`src/hw/lks_pkg.sv`:
```
package lks_pkg;

  localparam int LKS_LSB_WORDS = 11;
  localparam int LKS_DW = 16;

  // Bit positions count from the most significant end, bit 0 leftmost
  localparam int LKS_IT_BIT = 0;
  localparam int LKS_LVL_HI_BIT = 14;
  localparam int LKS_LVL_LO_BIT = 15;
  localparam int LKS_TRACE_BIT = 10;
  localparam int LKS_SUPV_BIT = 8;
  localparam int LKS_INPROC_BIT = 9;
  localparam int LKS_SEG_VALID_BIT = 13;
  localparam int LKS_SEG_RO_BIT = 14;
  localparam int LKS_SEG_PHYS_LSB = 12;
  localparam int LKS_SEG_PHYS_MSB = 7;

  // Word positions inside the level status block in storage
  localparam logic [3:0] LKS_IAR_WORD = 4'h0;
  localparam logic [3:0] LKS_AKR_WORD = 4'h1;
  localparam logic [3:0] LKS_LSR_WORD = 4'h2;

  localparam logic [1:0] LKS_AM_INCR = 2'h1;
  localparam logic [15:0] LKS_STEP_WORD = 16'h0002;
  localparam logic [15:0] LKS_STEP_BYTE = 16'h0001;
  localparam logic [2:0] LKS_COUNT_REG = 3'h7;

  // Indicator positions in the high-order end of the status register, bit 0 leftmost
  localparam int LKS_IND_EVEN = 0;
  localparam int LKS_IND_CARRY = 1;
  localparam int LKS_IND_OVFL = 2;
  localparam int LKS_IND_NEG = 3;
  localparam int LKS_IND_ZERO = 4;

  typedef enum logic [2:0] {
    no_op,
    set_level_block_op,
    set_storage_key_op,
    set_segment_entry_op,
    scan_equal_decrement_op,
    scan_equal_increment_op
  } lks_op_t;

  typedef enum logic [3:0] {
    ST_IDLE,
    ST_SLB_RD,
    ST_SLB_CHK,
    ST_SLB_CHK2,
    ST_KEY_RD,
    ST_SEG_RD1,
    ST_SEG_RD2,
    ST_SCAN_RD,
    ST_SCAN_WB,
    ST_DONE
  } lks_state_t;

  typedef struct packed {
    lks_op_t op;
    logic [15:0] opnd;
    logic [15:0] ea;
    logic [1:0] am;
    logic [1:0] rb;
    logic [15:0] rb_val;
    logic [2:0] r1;
    logic [2:0] r2;
    logic [15:0] r1_val;
    logic [15:0] r2_val;
    logic [15:0] r7_val;
    logic [1:0] cur_lvl;
    logic problem;
    logic xl_on;
  } lks_cmd_t;

  typedef struct packed {
    logic priv;
    logic invf;
    logic isa;
    logic prot;
  } lks_chk_t;

  typedef struct packed {
    logic [15:0] entry;
    logic write;
    logic problem;
    logic cycle_steal;
  } lks_xl_t;

endpackage

```
`src/hw/lks_byte_cmp.sv`:
```
`timescale 1ns/10ps
module lks_byte_cmp (
  // Operands
  input wire logic [7:0] opnd1,
  input wire logic [7:0] opnd2,
  // Results
  output logic [4:0] ind,
  output logic equal
);

  logic [8:0] diff;

  always_comb begin
    diff = {1'b0, opnd2} - {1'b0, opnd1};
    ind = 5'h00;
    ind[lks_pkg::LKS_IND_CARRY] = diff[8];
    ind[lks_pkg::LKS_IND_OVFL] = (opnd2[7] != opnd1[7]) && (diff[7] != opnd2[7]);
    ind[lks_pkg::LKS_IND_EVEN] = ~diff[0];
    ind[lks_pkg::LKS_IND_NEG] = diff[7];
    ind[lks_pkg::LKS_IND_ZERO] = (diff[7:0] == 8'h00);
    equal = (diff[7:0] == 8'h00);
  end

endmodule

```
`src/hw/lks_exec.sv`:
```
// What this block does
// - Copy eleven storage words into selected level
// - Level comes from operand bits 14-15
// - IT and trace hold trace past next
// - IT clear, trace set: trace allowed immediately
// - Level exit with trace set: no trace
// - Current ADDRESS_KEY_REGISTER/LEVEL_STATUS_REGISTER touched only for same level
// - Addressing mode 01 adds two to base
// - Indicators untouched when level differs
// - Problem-state bad next fetch: protect check
// - Privileged ops in problem state: privilege check
// - Storage key from byte low nibble
// - Segment entry chosen by index and stack
// - Entry bits 7-12 give physical block
// - Invalid entry use raises invalid address
// - Problem-state write to read-only: protect
// - Segment load with translator off: invalid function
// - Scan subtracts byte, counts down register 7
// - Address steps by direction; stop on equal/end
// - Equal stop: address past, count kept
// - Restartable; zero count does nothing
// - Scan indicators from byte subtraction
// - Register 7 as operand: invalid function
// - Indicators sit in status high-order bits 0-4
`timescale 1ns/10ps
module lks_exec #(
  parameter int LSB_WORDS = lks_pkg::LKS_LSB_WORDS
) (
  // Clock and reset
  input wire logic clk,
  input wire logic rst,
  // Instruction issue
  input wire logic start,
  input wire lks_pkg::lks_cmd_t cmd,
  input wire logic irq_pending,
  input wire logic next_instr_done,
  // Main storage
  output logic mem_req,
  output logic [15:0] mem_addr,
  output logic mem_byte,
  input wire logic mem_ack,
  input wire logic mem_err,
  input wire logic [15:0] mem_rdata,
  // Next-fetch assignment probe
  output logic probe_req,
  output logic [15:0] probe_addr,
  input wire logic probe_bad,
  // Level block and status updates
  output logic lsb_wr,
  output logic [1:0] lsb_lvl,
  output logic [3:0] lsb_idx,
  output logic [15:0] lsb_dat,
  output logic cur_upd,
  output logic trace_suppress_flag,
  output logic ind_wr,
  output logic [4:0] ind,
  // Register writeback
  output logic reg_wr,
  output logic [2:0] reg_idx,
  output logic [15:0] reg_dat,
  output logic scan_wb,
  output logic [15:0] r2_new,
  output logic [15:0] r7_new,
  // Key and segment loads
  output logic key_wr,
  output logic [4:0] key_blk,
  output logic [3:0] key_val,
  output logic seg_wr,
  output logic [4:0] seg_idx,
  output logic [2:0] seg_stk,
  output logic [31:0] seg_dat,
  // Translation check
  input wire logic xl_req,
  input wire lks_pkg::lks_xl_t xl,
  output logic xl_done,
  output logic [5:0] xl_phys,
  output logic xl_isa,
  output logic xl_prot,
  // Completion
  output logic busy,
  output logic done,
  output lks_pkg::lks_chk_t chk
);

  typedef struct packed {
    lks_pkg::lks_state_t st;
    lks_pkg::lks_cmd_t c;
    logic [3:0] widx;
    logic [15:0] cnt;
    logic [15:0] addr;
    logic [15:0] lsr_w;
    logic [15:0] iar_w;
    logic [15:0] seg_hi;
    logic mem_req;
    logic mem_byte;
    logic [15:0] mem_addr;
    logic probe_req;
    logic [15:0] probe_addr;
    logic lsb_wr;
    logic [3:0] lsb_idx;
    logic [15:0] lsb_dat;
    logic cur_upd;
    logic trc;
    logic ind_wr;
    logic [4:0] ind;
    logic reg_wr;
    logic [2:0] reg_idx;
    logic [15:0] reg_dat;
    logic scan_wb;
    logic key_wr;
    logic [3:0] key_val;
    logic seg_wr;
    logic [31:0] seg_dat;
    logic xl_done;
    logic [5:0] xl_phys;
    logic xl_isa;
    logic xl_prot;
    logic done;
    logic busy;
    lks_pkg::lks_chk_t chk;
  } lks_reg_t;

  lks_reg_t s_r;
  lks_reg_t s_nxt;
  logic [4:0] cmp_ind;
  logic cmp_eq;
  logic [7:0] cmp_byte;

  // Bit n counted from the left of a word
  function automatic logic bitn(input logic [15:0] w, input int n);
    return w[15 - n];
  endfunction

  function automatic logic [15:0] step(input logic [15:0] a, input logic dec);
    return dec ? a - lks_pkg::LKS_STEP_BYTE : a + lks_pkg::LKS_STEP_BYTE;
  endfunction

  assign cmp_byte = mem_rdata[7:0];

  lks_byte_cmp u_cmp (
    .opnd1(s_r.c.r1_val[7:0]),
    .opnd2(cmp_byte),
    .ind(cmp_ind),
    .equal(cmp_eq)
  );

  always_comb begin
    s_nxt = s_r;
    s_nxt.lsb_wr = 1'b0;
    s_nxt.cur_upd = 1'b0;
    s_nxt.ind_wr = 1'b0;
    s_nxt.reg_wr = 1'b0;
    s_nxt.scan_wb = 1'b0;
    s_nxt.key_wr = 1'b0;
    s_nxt.seg_wr = 1'b0;
    s_nxt.probe_req = 1'b0;
    s_nxt.xl_done = 1'b0;
    s_nxt.done = 1'b0;
    s_nxt.chk = '0;
    if (next_instr_done) begin
      s_nxt.trc = 1'b0;
    end
    // Translation checks run beside the instruction sequencer
    if (xl_req) begin
      s_nxt.xl_done = 1'b1;
      s_nxt.xl_phys = xl.entry[15 - lks_pkg::LKS_SEG_PHYS_MSB:
                               15 - lks_pkg::LKS_SEG_PHYS_LSB];
      s_nxt.xl_isa = ~bitn(xl.entry, lks_pkg::LKS_SEG_VALID_BIT);
      s_nxt.xl_prot = bitn(xl.entry, lks_pkg::LKS_SEG_VALID_BIT) &&
                      bitn(xl.entry, lks_pkg::LKS_SEG_RO_BIT) && xl.write &&
                      xl.problem && !xl.cycle_steal;
    end
    unique case (s_r.st)
      lks_pkg::ST_IDLE: begin
        if (start && cmd.op != lks_pkg::no_op) begin
          s_nxt.c = cmd;
          s_nxt.widx = 4'h0;
          s_nxt.cnt = cmd.r7_val;
          s_nxt.addr = cmd.r2_val;
          s_nxt.st = lks_pkg::ST_DONE;
          s_nxt.done = 1'b0;
          if (cmd.op == lks_pkg::scan_equal_decrement_op ||
              cmd.op == lks_pkg::scan_equal_increment_op) begin
            if (cmd.r1 == lks_pkg::LKS_COUNT_REG || cmd.r2 == lks_pkg::LKS_COUNT_REG) begin
              s_nxt.chk.invf = 1'b1;
              s_nxt.done = 1'b1;
              s_nxt.st = lks_pkg::ST_IDLE;
            end else if (cmd.r7_val == 16'h0000) begin
              s_nxt.done = 1'b1;
              s_nxt.st = lks_pkg::ST_IDLE;
            end else begin
              s_nxt.st = lks_pkg::ST_SCAN_RD;
              s_nxt.mem_req = 1'b1;
              s_nxt.mem_byte = 1'b1;
              s_nxt.mem_addr = cmd.r2_val;
            end
          end else if (cmd.problem) begin
            s_nxt.chk.priv = 1'b1;
            s_nxt.done = 1'b1;
            s_nxt.st = lks_pkg::ST_IDLE;
          end else if (cmd.op == lks_pkg::set_segment_entry_op && !cmd.xl_on) begin
            s_nxt.chk.invf = 1'b1;
            s_nxt.done = 1'b1;
            s_nxt.st = lks_pkg::ST_IDLE;
          end else begin
            s_nxt.mem_req = 1'b1;
            s_nxt.mem_addr = cmd.ea;
            s_nxt.mem_byte = (cmd.op == lks_pkg::set_storage_key_op);
            unique case (cmd.op)
              lks_pkg::set_level_block_op: s_nxt.st = lks_pkg::ST_SLB_RD;
              lks_pkg::set_storage_key_op: s_nxt.st = lks_pkg::ST_KEY_RD;
              default: s_nxt.st = lks_pkg::ST_SEG_RD1;
            endcase
          end
        end
      end
      lks_pkg::ST_SLB_RD: begin
        if (mem_ack && mem_err) begin
          s_nxt.mem_req = 1'b0;
          s_nxt.chk.isa = 1'b1;
          s_nxt.st = lks_pkg::ST_DONE;
        end else if (mem_ack) begin
          s_nxt.lsb_wr = 1'b1;
          s_nxt.lsb_idx = s_r.widx;
          s_nxt.lsb_dat = mem_rdata;
          if (s_r.widx == lks_pkg::LKS_IAR_WORD) begin
            s_nxt.iar_w = mem_rdata;
          end
          if (s_r.widx == lks_pkg::LKS_LSR_WORD) begin
            s_nxt.lsr_w = mem_rdata;
          end
          if (s_r.widx == 4'(LSB_WORDS - 1)) begin
            s_nxt.mem_req = 1'b0;
            s_nxt.st = lks_pkg::ST_SLB_CHK;
          end else begin
            s_nxt.widx = s_r.widx + 4'h1;
            s_nxt.mem_addr = s_r.mem_addr + lks_pkg::LKS_STEP_WORD;
          end
        end
      end
      lks_pkg::ST_SLB_CHK: begin
        if (s_r.c.opnd[15 - lks_pkg::LKS_LVL_HI_BIT:15 - lks_pkg::LKS_LVL_LO_BIT] ==
            s_r.c.cur_lvl) begin
          s_nxt.cur_upd = 1'b1;
          s_nxt.ind_wr = 1'b1;
          // Indicator n is status bit n counted from the left
          for (int i = 0; i < $bits(s_nxt.ind); i++) begin
            s_nxt.ind[i] = bitn(s_r.lsr_w, i);
          end
        end
        if (s_r.c.am == lks_pkg::LKS_AM_INCR) begin
          s_nxt.reg_wr = 1'b1;
          s_nxt.reg_idx = {1'b0, s_r.c.rb};
          s_nxt.reg_dat = s_r.c.rb_val + lks_pkg::LKS_STEP_WORD;
        end
        if (bitn(s_r.lsr_w, lks_pkg::LKS_TRACE_BIT)) begin
          // Exit sets in-process off: hold trace as for the inhibit bit
          s_nxt.trc = bitn(s_r.c.opnd, lks_pkg::LKS_IT_BIT) ||
                      !bitn(s_r.lsr_w, lks_pkg::LKS_INPROC_BIT);
        end else begin
          s_nxt.trc = 1'b0;
        end
        if (!bitn(s_r.lsr_w, lks_pkg::LKS_SUPV_BIT)) begin
          s_nxt.probe_req = 1'b1;
          s_nxt.probe_addr = s_r.iar_w;
          s_nxt.st = lks_pkg::ST_SLB_CHK2;
        end else begin
          s_nxt.st = lks_pkg::ST_DONE;
        end
      end
      lks_pkg::ST_SLB_CHK2: begin
        s_nxt.chk.prot = probe_bad;
        s_nxt.st = lks_pkg::ST_DONE;
      end
      lks_pkg::ST_KEY_RD: begin
        if (mem_ack) begin
          s_nxt.mem_req = 1'b0;
          s_nxt.chk.isa = mem_err;
          s_nxt.key_wr = !mem_err;
          s_nxt.key_val = mem_rdata[3:0];
          s_nxt.st = lks_pkg::ST_DONE;
        end
      end
      lks_pkg::ST_SEG_RD1: begin
        if (mem_ack && mem_err) begin
          s_nxt.mem_req = 1'b0;
          s_nxt.chk.isa = 1'b1;
          s_nxt.st = lks_pkg::ST_DONE;
        end else if (mem_ack) begin
          s_nxt.seg_hi = mem_rdata;
          s_nxt.mem_addr = s_r.mem_addr + lks_pkg::LKS_STEP_WORD;
          s_nxt.st = lks_pkg::ST_SEG_RD2;
        end
      end
      lks_pkg::ST_SEG_RD2: begin
        if (mem_ack) begin
          s_nxt.mem_req = 1'b0;
          s_nxt.chk.isa = mem_err;
          s_nxt.seg_wr = !mem_err;
          s_nxt.seg_dat = {s_r.seg_hi, mem_rdata};
          s_nxt.st = lks_pkg::ST_DONE;
        end
      end
      lks_pkg::ST_SCAN_RD: begin
        if (mem_ack && mem_err) begin
          s_nxt.mem_req = 1'b0;
          s_nxt.chk.isa = 1'b1;
          s_nxt.st = lks_pkg::ST_SCAN_WB;
        end else if (mem_ack) begin
          s_nxt.ind_wr = 1'b1;
          s_nxt.ind = cmp_ind;
          s_nxt.addr = step(s_r.addr,
                            s_r.c.op == lks_pkg::scan_equal_decrement_op);
          s_nxt.mem_addr = s_nxt.addr;
          if (cmp_eq) begin
            s_nxt.mem_req = 1'b0;
            s_nxt.st = lks_pkg::ST_SCAN_WB;
          end else begin
            s_nxt.cnt = s_r.cnt - 16'h0001;
            // Break only between bytes so count and address agree
            if (s_nxt.cnt == 16'h0000 || irq_pending) begin
              s_nxt.mem_req = 1'b0;
              s_nxt.st = lks_pkg::ST_SCAN_WB;
            end
          end
        end
      end
      lks_pkg::ST_SCAN_WB: begin
        s_nxt.scan_wb = 1'b1;
        s_nxt.st = lks_pkg::ST_DONE;
      end
      lks_pkg::ST_DONE: begin
        s_nxt.done = 1'b1;
        s_nxt.st = lks_pkg::ST_IDLE;
      end
      default: s_nxt.st = lks_pkg::ST_IDLE;
    endcase
    s_nxt.busy = (s_nxt.st != lks_pkg::ST_IDLE);
  end

  always_ff @(posedge clk) begin
    if (rst) begin
      s_r <= '0;
    end else begin
      s_r <= s_nxt;
    end
  end

  assign mem_req = s_r.mem_req;
  assign mem_addr = s_r.mem_addr;
  assign mem_byte = s_r.mem_byte;
  assign probe_req = s_r.probe_req;
  assign probe_addr = s_r.probe_addr;
  assign lsb_wr = s_r.lsb_wr;
  assign lsb_lvl = s_r.c.opnd[1:0];
  assign lsb_idx = s_r.lsb_idx;
  assign lsb_dat = s_r.lsb_dat;
  assign cur_upd = s_r.cur_upd;
  assign trace_suppress_flag = s_r.trc;
  assign ind_wr = s_r.ind_wr;
  assign ind = s_r.ind;
  assign reg_wr = s_r.reg_wr;
  assign reg_idx = s_r.reg_idx;
  assign reg_dat = s_r.reg_dat;
  assign scan_wb = s_r.scan_wb;
  assign r2_new = s_r.addr;
  assign r7_new = s_r.cnt;
  assign key_wr = s_r.key_wr;
  assign key_blk = s_r.c.opnd[15:11];
  assign key_val = s_r.key_val;
  assign seg_wr = s_r.seg_wr;
  assign seg_idx = s_r.c.opnd[15:11];
  assign seg_stk = s_r.c.opnd[10:8];
  assign seg_dat = s_r.seg_dat;
  assign xl_done = s_r.xl_done;
  assign xl_phys = s_r.xl_phys;
  assign xl_isa = s_r.xl_isa;
  assign xl_prot = s_r.xl_prot;
  assign busy = s_r.busy;
  assign done = s_r.done;
  assign chk = s_r.chk;

  a_priv_check: assert property (@(posedge clk) disable iff (rst)
    start && !busy && cmd.problem && (cmd.op == lks_pkg::set_level_block_op ||
    cmd.op == lks_pkg::set_storage_key_op) |=> chk.priv && done)
    else $error("privileged op in problem state not checked");
  a_scan_r7_inv: assert property (@(posedge clk) disable iff (rst)
    start && !busy && cmd.op == lks_pkg::scan_equal_increment_op &&
    cmd.r1 == lks_pkg::LKS_COUNT_REG |=> chk.invf ##1 !mem_req)
    else $error("register 7 operand not rejected");
  a_scan_zero_nop: assert property (@(posedge clk) disable iff (rst)
    start && !busy && cmd.op == lks_pkg::scan_equal_decrement_op &&
    cmd.r1 != lks_pkg::LKS_COUNT_REG && cmd.r2 != lks_pkg::LKS_COUNT_REG &&
    cmd.r7_val == 16'h0000 |=> done && !mem_req && !ind_wr)
    else $error("zero count scan touched storage");
  a_scan_count_dec: assert property (@(posedge clk) disable iff (rst)
    s_r.st == lks_pkg::ST_SCAN_RD && mem_ack && !mem_err && !cmp_eq |=>
    r7_new == $past(r7_new) - 16'h0001)
    else $error("scan count not decremented");
  a_scan_eq_keep: assert property (@(posedge clk) disable iff (rst)
    s_r.st == lks_pkg::ST_SCAN_RD && mem_ack && !mem_err && cmp_eq |=>
    r7_new == $past(r7_new) && !mem_req ##1 scan_wb)
    else $error("equal stop changed count");
  a_scan_step_dir: assert property (@(posedge clk) disable iff (rst)
    s_r.st == lks_pkg::ST_SCAN_RD && mem_ack && !mem_err &&
    s_r.c.op == lks_pkg::scan_equal_increment_op |=> r2_new == $past(r2_new) + 16'h0001)
    else $error("scan address did not step up");
  a_lsb_eleven: assert property (@(posedge clk) disable iff (rst)
    s_r.st == lks_pkg::ST_SLB_RD && mem_ack && !mem_err &&
    s_r.widx == 4'(LSB_WORDS - 1) |=> lsb_wr && lsb_idx == 4'(LSB_WORDS - 1) && !mem_req)
    else $error("level block load not ended after last word");
  a_ind_other_lvl: assert property (@(posedge clk) disable iff (rst)
    s_r.st == lks_pkg::ST_SLB_CHK && s_r.c.opnd[1:0] != s_r.c.cur_lvl |=> !ind_wr && !cur_upd)
    else $error("indicators changed for another level");
  a_base_incr: assert property (@(posedge clk) disable iff (rst)
    s_r.st == lks_pkg::ST_SLB_CHK && s_r.c.am == lks_pkg::LKS_AM_INCR |=>
    reg_wr && reg_dat == $past(s_r.c.rb_val) + lks_pkg::LKS_STEP_WORD)
    else $error("base register not advanced by two");
  a_seg_invalid: assert property (@(posedge clk) disable iff (rst)
    xl_req && !bitn(xl.entry, lks_pkg::LKS_SEG_VALID_BIT) |=> xl_done && xl_isa && !xl_prot)
    else $error("invalid segment entry not flagged");
  a_seg_ro_prot: assert property (@(posedge clk) disable iff (rst)
    xl_req && xl.cycle_steal |=> !xl_prot)
    else $error("cycle steal hit read-only check");
  a_seg_xl_off: assert property (@(posedge clk) disable iff (rst)
    start && !busy && cmd.op == lks_pkg::set_segment_entry_op && !cmd.problem &&
    !cmd.xl_on |=> chk.invf && !mem_req)
    else $error("segment load with translator off accepted");

  c_slb_full: cover property (@(posedge clk) disable iff (rst) s_r.st == lks_pkg::ST_SLB_CHK2);
  c_scan_eq: cover property (@(posedge clk) disable iff (rst)
    s_r.st == lks_pkg::ST_SCAN_RD && mem_ack && cmp_eq);
  c_scan_break: cover property (@(posedge clk) disable iff (rst)
    s_r.st == lks_pkg::ST_SCAN_RD && mem_ack && irq_pending && !cmp_eq);
  c_seg_load: cover property (@(posedge clk) disable iff (rst) seg_wr);

endmodule

```
`config.mk`:
```
export PLATFORM = sky130hd
export DESIGN_NAME = lks_exec
export DESIGN_NICKNAME = d
export VERILOG_FILES = /design/src/hw/lks_pkg.sv /design/src/hw/lks_byte_cmp.sv /design/src/hw/lks_exec.sv
export SDC_FILE = /design/constraint.sdc
export NUM_CORES = 1
export LEC_CHECK = 0
export ABC_CLOCK_PERIOD_IN_PS = 6300
export BUFFER_PORTS_ARGS = -buffer_cell sky130_fd_sc_hd__buf_2
export CAP_MARGIN = 20
export CORE_MARGIN = 8
export CORE_UTILIZATION = 25
export CTS_CLUSTER_SIZE = 25
export DETAILED_ROUTE_END_ITERATION = 7
export PLACE_DENSITY = 0.51
export SKIP_CTS_REPAIR_TIMING = 1
export SLEW_MARGIN = 20
export SYNTH_ARGS = -nofsm -noshare
export SYNTH_HDL_FRONTEND = slang
export SYNTH_SLANG_ARGS = --single-unit
```
`constraint.sdc`:
```
create_clock -name clk -period 6.3 [get_ports clk]
set_clock_uncertainty 0.15 [all_clocks]
set_input_delay 0.63 -clock clk [delete_from_list [all_inputs] [get_ports clk]]
set_output_delay 0.63 -clock clk [all_outputs]
set_load 0.01 [all_outputs]
```
==> results of run 1 <==
==> Yosys cell counts, drive strengths merged, types with 4 or more instances <==
cell type and number:
a221oi 11, a211oi 34, clkbuf 77, or3 5, a31oi 7, nand2b 10
nor2 146, nor2b 6, o21ai 34, nand4 12, nor4 14, xnor2 26
dfxtp 260, and3 16, nand3 41, mux2i 51, o21bai 4, o21a 4
nor3b 7, nand3b 4, o22ai 6, xor2 20, o211ai 5, a21o 6
nor3 39, and4 5, inv 21, o2111ai 6, a22oi 6, o31ai 10
buf 191, a21oi 199, nand2 334, ha 29
==> cell families after synthesis <==
logic type,count (synthesis),share of synthesized area
compound gates,363,0.165
mux,52,0.0391
xor+xnor,46,0.0302
fa+ha+maj,30,0.0287
flops,260,0.390
simple gates,655,0.216
buf+inv,290,0.131
other cells,1,0.000281
==> placed cells by master (no fill, tap or decap), types with 38 or more instances in the layout <==
cell / synthesis / routed
a21oi_1: 199 / 199
buf_2: 14 / 317
dfxtp_1: 260 / 260
mux2i_1: 51 / 51
nand2_1: 334 / 333
nand3_1: 41 / 41
nor2_1: 145 / 143
nor3_1: 39 / 38
==> registers in the layout, indices dropped and copies added (netlist names), 3 cells and up <==
register / cells
chk: 4
s_r: 81
r7_new: 16
mem_addr: 16
key_val: 4
key_blk: 5
lsb_idx: 4
ind: 5
reg_dat: 16
lsb_dat: 16
probe_addr: 16
xl_phys: 6
seg_stk: 3
r2_new: 16
seg_dat: 32
==> layer usage <==
layer	GRT usage	up-vias	share of wire
met5	0	-	0.00091
met3	0.0361	90	0.078
li1	-	5879	-
met1	0.184	5679	0.43
met2	0.237	452	0.46
met4	0.0608	6	0.035
==> worst paths after layout <==
kind	to	start	slack, ns	cells past startpoint
max	r7_new[0]	s_r[337]	2.59	9
min	xl_isa	xl[5]	0.14	2
max reg2reg	r7_new[0]	s_r[337]	2.59	9
min reg2reg	probe_addr[13]	s_r[167]	0.30	2
==> power by group <==
group	leakage, nW	total (mW)	internal [mW]	switching (mW)
sequential	2.11	1.97	1.80	0.174
clock	0.548	1.96	1.16	0.797
combinational	3.83	1.36	0.492	0.867
total	6.49	5.29	3.45	1.84
==> area by class of cell <==
| cell class | instances | area, µm² |
|---|---|---|
| well taps | 688 | 861 |
| clock inverters | 12 | 164 |
| multi-input cells | 1147 | 6420 |
| diodes | 5 | 12.5 |
| clock buffers | 47 | 960 |
| repair buffers | 335 | 1730 |
| inverters | 22 | 82.6 |
| fillers | 5646 | 37200 |
| flip-flops and latches | 260 | 5200 |
==> per-stage QoR <==
step	setup WS [ns]	instance area, µm²	power [mW]	hold WS, ns
CTS	2.60	15400	5.36	0.110
floorplan	2.83	13300	2.99	0.282
finish	2.59	15400	5.29	0.143
global placement	2.58	14300	3.34	0.288
detailed placement	2.60	14300	3.36	0.296
global route	2.26	15400	5.59	0.122
==> worst reg2reg max path: cells and delay by family, from the launching register on <==
kind	cells	cell delay, ns
buffers and inverters	2	0.51
DFF	1	0.73
AOI/OAI and AO/OA	2	0.86
muxes	1	0.18
and+or+nand+nor	4	1.14
==> run_results.csv, run 1 <==
group,metric,value,unit
clocking,cts_tree,"yes",
synthesis,synth_top_area_frac,0.390,
clocking,htreeDepth,2,
critical_path,crit_buf_inv,2,
critical_path,slowest_stage,"a41oi_2",
pwr,peakVddDrop,0.000157,V
synthesis,syn-instance-count,1697,
critical_path,worst_setup_path_start_kind,"flop",
synthesis,yosysWarningCount,0,
die,num_rows,84,
synthesis,synth_area,13300,µm²
cells_and_area,fin_util,0.293,
cells_and_area,drive_gt1_frac,0.224,
die,start_util,0.253,
drt,ant_nets,0,
hold_path,hp-class,"input port to flop",
critical_path,crit_chain,"and2b_1, nand3_1, nor2_2, nor2_1, buf_4, a41oi_2, buf_4, mux2i_1, a21oi_1",
status,outcome,"completed",
die,die_h,247,µm
placed_design,placed_cells,2452,
timing,worst-slew-pin-transition,1.07,ns
timing,fin_setup_tns,0,ns
cells_and_area,syn_to_final_growth,15.7,%
pwr,leakage,6.49,nW
synthesis,synthFlopType,"dfxtp_1",
placed_design,dpl.hpwl,33900,µm
clocking,clock_sinks,260,
synthesis,yosysTopAreaCell,"dfxtp_1",
critical_path,critPathMaxStageDelay,0.78,ns
grt,grt_pass1_wl,70100,µm
synthesis,ys_top_cells_by_area,"dfxtp_1 39%, buf_4 9.5%, nand2_1 9.4%",
timing,setup_viol,0,
cells_and_area,layout.cells.non_filler,2516,
clocking,cts_buffers,34,
cells_and_area,nNetsFinal,1987,
grt,grt_usage,0.146,
clocking,cts-root-buf,"clkbuf_16",
timing,max_freq,0.270,GHz
die,die_w,247,µm
clocking,clock_path_buffers,3,
drt,vias,12106,
drt,initialDrtViolationCount,674,
drt,post_drt_wl_per_cell,18.7,µm
synthesis,synth-edff-count,0,
clocking,path_clk_slew,0.06,ns
critical_path,worstPathArrival,3.97,ns
grt,grt_antenna_before_repair,9,
synthesis,syn_avg_cell_area,7.86,µm²
synthesis,synth-seq-cells,260,
critical_path,cpMostUsedCell,"buf_4",
clocking,worstSkewPairLatency,0.55,ns
drt,drc,0,
synthesis,synth-seq-area-share,0.390,
critical_path,cp_max_fo,19,
placed_design,io_buffers,318,
grt,grt_pass1_vias,11706,
timing,hold_viol,0,
timing,slew_headroom,0.281,
drt,drt_pre_antenna_iters,5,
die,dieArea,61000,µm²
critical_path,critical_path_class,"flop to flop",
die,pin_count,342,
synthesis,syn_nets,1884,
pwr,power_density,343,nW/µm²
critical_path,worst-endpoint-required,6.56,ns
critical_path,end_kind,"flop",
grt,overflow,0,
die,core,52700,µm²
synthesis,synth.distinct_cells,75,
drt,vias_per_cell,4.81,
grt,grt_max_degree,100,
synthesis,synthArstFlopShare,0,
timing,finalWorstPathRequiredPeriod,3.71,ns
placed_design,gp_congestion,0.913,
drt,routed_wirelength,47000,µm
timing,fin_crit_sh,0.589,
timing,rsz0062_at_grt,"no",
critical_path,crit_family,"simple AND/OR/NAND/NOR gates",
run,drv_cap,0,
timing,maxSlewViolCount,0,
Power figures use the tool's default switching activity.
==> run 2, diff against run 1 <==
--- a/config.mk
+++ b/config.mk
@@ -5,14 +5,14 @@
 export SDC_FILE = /design/constraint.sdc
 export NUM_CORES = 1
 export LEC_CHECK = 0
-export ABC_CLOCK_PERIOD_IN_PS = 6300
+export ABC_CLOCK_PERIOD_IN_PS = 3200
 export BUFFER_PORTS_ARGS = -buffer_cell sky130_fd_sc_hd__buf_2
 export CAP_MARGIN = 20
 export CORE_MARGIN = 8
 export CORE_UTILIZATION = 25
 export CTS_CLUSTER_SIZE = 25
 export DETAILED_ROUTE_END_ITERATION = 7
-export PLACE_DENSITY = 0.51
+export PLACE_DENSITY = 0.52
 export SKIP_CTS_REPAIR_TIMING = 1
 export SLEW_MARGIN = 20
 export SYNTH_ARGS = -nofsm -noshare
==> constraint.sdc (replaced) <==
create_clock -name clk -period 3.2 [get_ports clk]
set_clock_uncertainty 0.15 [all_clocks]
set_input_delay 0.32 -clock clk [delete_from_list [all_inputs] [get_ports clk]]
set_output_delay 0.32 -clock clk [all_outputs]
set_load 0.01 [all_outputs]
==> run_results.csv, run 2 (synthesized netlist as in run 1, its figures left out) <==
group,metric,value,unit
cells_and_area,syn_to_final_growth,22.1,%
timing,maxSlewViolCount,0,
drt,routed_wirelength,47200,µm
critical_path,crit_chain,"nor3b_2, buf_4, ha_1, a21oi_1, nor3b_1, nand3_1, a311oi_1, o2111a_1, a211oi_1, o31ai_1",
timing,fin_crit_sh,0.928,
critical_path,critical_path_class,"flop to flop",
drt,drc,0,
timing,slew_headroom,0.448,
die,start_util,0.253,
clocking,clock_path_buffers,3,
hold_path,holdPathStages,4,
grt,grt_pass1_wl,70100,µm
timing,setup_viol,0,
grt,grt_max_degree,150,
pwr,peakVddDrop,0.000273,V
timing,fin_setup_tns,0,ns
clocking,worstSkewPairLatency,0.53,ns
die,num_rows,84,
critical_path,crit_family,"compound AO/OA/AOI/OAI gates",
timing,worst-slew-pin-transition,0.828,ns
timing,holdWs,-0.0128,ns
status,outcome,"complete, but fails checks",
pwr,seq_power_share,0.370,
pwr,leakage,6.90,nW
drt,initialDrtViolationCount,590,
cells_and_area,regMostFlops,"s_r",
pwr,p_clk_frac,0.356,
cells_and_area,drive_gt1_frac,0.226,
pwr,switching_power,3.57,mW
cells_and_area,largest_reg_flops,81,
clocking,cts_tree,"yes",
status,violations,"hold timing",
clocking,cts-root-buf,"clkbuf_16",
placed_design,gp_congestion,0.912,
grt,grt_antenna_before_repair,6,
critical_path,end_kind,"flop",
critical_path,slowest_stage,"a311oi_1",
timing,rsz0062_at_grt,"no",
critical_path,cp_max_fo,16,
critical_path,worstPathArrival,3.27,ns
critical_path,r2r-start,"s_r[332]",
critical_path,critPathMaxStageDelay,0.44,ns
grt,grt_pass1_vias,11837,
critical_path,r2r_slack,0.23,ns
hold_path,hp-class,"input port to flop",
critical_path,worst-endpoint-required,3.50,ns
hold_path,whs_endpoint,"trace_suppress_flag",
die,pin_count,342,
placed_design,place_area,14500,µm²
cells_and_area,final_cell_area,16300,µm²
die,die_h,247,µm
drt,vias_per_cell,4.74,
drt,vias,12357,
placed_design,dpl.hpwl,34100,µm
run,drv_cap,0,
timing,hold_viol,2,
critical_path,crit_buf_inv,1,
pwr,power_density,642,nW/µm²
grt,grt_usage,0.146,
drt,drt_pre_antenna_iters,7,
cells_and_area,nNetsFinal,2084,
die,dieArea,61000,µm²
grt,overflow,0,
clocking,htreeDepth,2,
cells_and_area,mostFrequentLayoutCell,"nand2_1",
pwr,p_int,6.88,mW
critical_path,reg2reg_depth,10,
clocking,cts_buffers,34,
pwr,p_sw_frac,0.342,
drt,ant_nets,0,
pwr,combPwrFrac,0.274,
clocking,path_clk_slew,0.06,ns
critical_path,r2r_end,"mem_addr[14]",
placed_design,io_buffers,318,
timing,max_freq,0.337,GHz
drt,post_drt_wl_per_cell,18.1,µm
clocking,clock_sinks,260,
critical_path,worst_setup_path_start_kind,"flop",
timing,finalWorstPathRequiredPeriod,2.97,ns
hold_path,hp-start,"next_instr_done",
die,core,52700,µm²
cells_and_area,final_cell_mix,"333 x nand2_1, 317 x buf_2, 260 x dfxtp_1",
die,die_w,247,µm
==> run 2: worst max path at each step <==
| stage | start | endpoint | slack, ns | cells past startpoint |
|---|---|---|---|---|
| floorplan | s_r[332] | mem_addr[14] | 0.25 | 9 |
| detailed placement | s_r[332] | mem_addr[14] | 0.31 | 10 |
| global placement | s_r[332] | mem_addr[14] | 0.30 | 10 |
| global route | s_r[332] | mem_addr[14] | 0.02 | 10 |
| CTS | s_r[332] | mem_addr[14] | 0.27 | 10 |
| finish | s_r[332] | mem_addr[14] | 0.23 | 10 |
==> run 2: worst register-to-register path, stage by stage (launching register included) <==
cell	delay (ns)
dfxtp_1	0.32
nor3b_2	0.17
buf_4	0.26
ha_1	0.32
a21oi_1	0.26
nor3b_1	0.25
nand3_1	0.18
a311oi_1	0.44
o2111a_1	0.26
a211oi_1	0.07
o31ai_1	0.22
==> run 2: metal layers <==
layer,up-vias,track usage,part of all wire
li1,6075,-,-
met5,-,0,0.00028
met1,5811,0.180,0.43
met3,86,0.0415,0.067
met2,383,0.236,0.46
met4,2,0.0622,0.038
==> run 2: area by class of cell <==
class	count	area, µm²
flip-flops and latches	260	5200
repair buffers	432	2660
inverters	22	82.6
diodes	5	12.5
multi-input cells	1147	6420
clock inverters	10	123
clock buffers	44	938
fillers	5595	36400
well taps	688	861
==> run 2: power by group through the flow <==
stage	clock network, mW	registers [mW]	logic (mW)
global route	3.98	3.91	3.17
finish	3.72	3.87	2.87
floorplan	0	3.82	2.06
detailed placement	0	3.93	2.79
CTS	3.87	3.86	2.81
global placement	0	3.92	2.77
==> run 2: stage by stage <==
stage | hold WS, ns | util | std cells | setup slack (ns) | power (mW)
global route | -0.000647 | 0.309 | 2606 | 0.0160 | 11.1
finish | -0.0128 | 0.309 | 2608 | 0.231 | 10.5
floorplan | 0.270 | - | 1697 | 0.252 | 5.88
global placement | 0.288 | 0.276 | 2479 | 0.297 | 6.69
detailed placement | 0.293 | 0.276 | 2479 | 0.314 | 6.72
CTS | -0.208 | 0.296 | 2533 | 0.272 | 10.5
==> run 3, diff against run 2 <==
--- a/config.mk
+++ b/config.mk
@@ -13,6 +13,7 @@
 export CTS_CLUSTER_SIZE = 25
 export DETAILED_ROUTE_END_ITERATION = 7
 export PLACE_DENSITY = 0.52
+export RECOVER_POWER = 50
 export SKIP_CTS_REPAIR_TIMING = 1
 export SLEW_MARGIN = 20
 export SYNTH_ARGS = -nofsm -noshare
==> run_results.csv, run 3 (synthesized netlist as in run 1, its figures left out) <==
group,metric,value,unit
critical_path,slowest_stage,"a311oi_1",
drt,drc,0,
timing,finalWorstPathRequiredPeriod,2.97,ns
clocking,cts-root-buf,"clkbuf_16",
clocking,clock_path_buffers,3,
placed_design,gp_congestion,0.912,
critical_path,end_kind,"flop",
drt,post_drt_wl_per_cell,18.1,µm
hold_path,hp-class,"input port to flop",
clocking,worstSkewPairLatency,0.53,ns
cells_and_area,final_cell_mix,"333 x nand2_1, 260 x dfxtp_1, 199 x a21oi_1",
timing,maxSlewViolCount,226,
pwr,power_density,648,nW/µm²
drt,vias_per_cell,4.73,
status,violations,"hold timing, capacitance limit, slew limit",
timing,max_freq,0.337,GHz
critical_path,critical_path_class,"flop to flop",
grt,grt_usage,0.146,
pwr,p_int,6.82,mW
clocking,cts_tree,"yes",
pwr,combPwrFrac,0.270,
cells_and_area,layout.cells.non_filler,2607,
drt,vias,12332,
critical_path,crit_chain,"nor3b_2, buf_4, ha_1, a21oi_1, nor3b_1, nand3_1, a311oi_1, o2111a_1, a211oi_1, o31ai_1",
placed_design,placed_cells,2479,
die,core,52700,µm²
clocking,cts_buffers,34,
grt,grt_pass1_wl,70100,µm
drt,routed_wirelength,47200,µm
pwr,peakVddDrop,0.000273,V
pwr,switching_power,3.58,mW
grt,grt_pass1_vias,11837,
pwr,leakage,6.10,nW
cells_and_area,regMostFlops,"s_r",
cells_and_area,fin_util,0.305,
timing,fin_setup_tns,0,ns
clocking,htreeDepth,2,
timing,fin_crit_sh,0.927,
placed_design,dpl.hpwl,34100,µm
run,drv_cap,2,
cells_and_area,largest_reg_flops,81,
die,num_rows,84,
pwr,seq_power_share,0.373,
clocking,clock_sinks,260,
timing,setup_viol,0,
status,outcome,"complete, but fails checks",
pwr,p_clk_frac,0.358,
die,start_util,0.253,
placed_design,io_buffers,318,
critical_path,worst_setup_path_start_kind,"flop",
critical_path,cp_max_fo,16,
pwr,power,10.4,mW
die,die_h,247,µm
timing,holdWs,-0.0155,ns
grt,grt_antenna_before_repair,6,
drt,drt_pre_antenna_iters,8,
timing,slew_headroom,-0.236,
die,dieArea,61000,µm²
cells_and_area,mostFrequentLayoutCell,"nand2_1",
critical_path,critPathMaxStageDelay,0.44,ns
grt,grt_max_degree,150,
die,die_w,247,µm
critical_path,worstPathArrival,3.27,ns
cells_and_area,syn_to_final_growth,20.2,%
timing,rsz0062_at_grt,"no",
pwr,p_sw_frac,0.344,
die,pin_count,342,
timing,hold_viol,3,
timing,worst-slew-pin-transition,1.85,ns
grt,overflow,0,
critical_path,worst-endpoint-required,3.50,ns
cells_and_area,drive_gt1_frac,0.130,
cells_and_area,nNetsFinal,2084,
clocking,path_clk_slew,0.06,ns
drt,ant_nets,0,
drt,initialDrtViolationCount,676,
run 3: path summary, 6_finish.rpt:
kind | from | endpoint | slack [ns] | cells past startpoint
worst max-delay path | s_r[332] | mem_addr[14] | 0.23 | 10
worst min register to register | s_r[145] | seg_dat[23] | 0.30 | 2
worst min-delay path | cmd[23] | r2_new[3] | -0.02 | 3
worst max register to register | s_r[332] | mem_addr[14] | 0.23 | 10
run 3: routing by layer:
metal | vias to the layer above | track usage | routed length, µm
met5 | - | 0 | 13
met4 | 2 | 0.0622 | 1780
met3 | 87 | 0.0415 | 3440
met2 | 405 | 0.236 | 21900
met1 | 5764 | 0.180 | 20100
li1 | 6074 | - | -
run 3: per-stage QoR:
step	setup slack, ns	hold slack [ns]	instance area, µm²
global route	0.0160	-0.000647	16000
detailed placement	0.314	0.293	14500
floorplan	0.252	0.270	13300
global placement	0.297	0.288	14500
finish	0.234	-0.0155	16000
CTS	0.272	-0.208	15600
run 3: final cells by class:
| class | instances | area [µm²] |
|---|---|---|
| antenna | 4 | 10.0 |
| clock buffer | 44 | 938 |
| clock inverter | 10 | 123 |
| fill | 5682 | 36600 |
| inverter | 22 | 82.6 |
| multi-input combinational | 1147 | 6420 |
| sequential | 260 | 5200 |
| tap | 688 | 861 |
| timing repair buffer | 432 | 2400 |
run 3: power groups by stage:
| stage | clock network [mW] | registers [mW] | logic [mW] |
|---|---|---|---|
| floorplan | 0 | 3.82 | 2.06 |
| global placement | 0 | 3.92 | 2.77 |
| detailed placement | 0 | 3.93 | 2.79 |
| CTS | 3.87 | 3.86 | 2.81 |
| global route | 3.98 | 3.92 | 3.10 |
| finish | 3.72 | 3.87 | 2.80 |
run 3: worst max-delay path, delay by kind of cell (launching register included):
family	cells	cell delay (ns)
AO/OA/AOI/OAI	5	1.25
adder cells (fa/ha/maj)	1	0.32
buffers and inverters	1	0.26
flip-flops	1	0.32
AND/OR/NAND/NOR	3	0.60
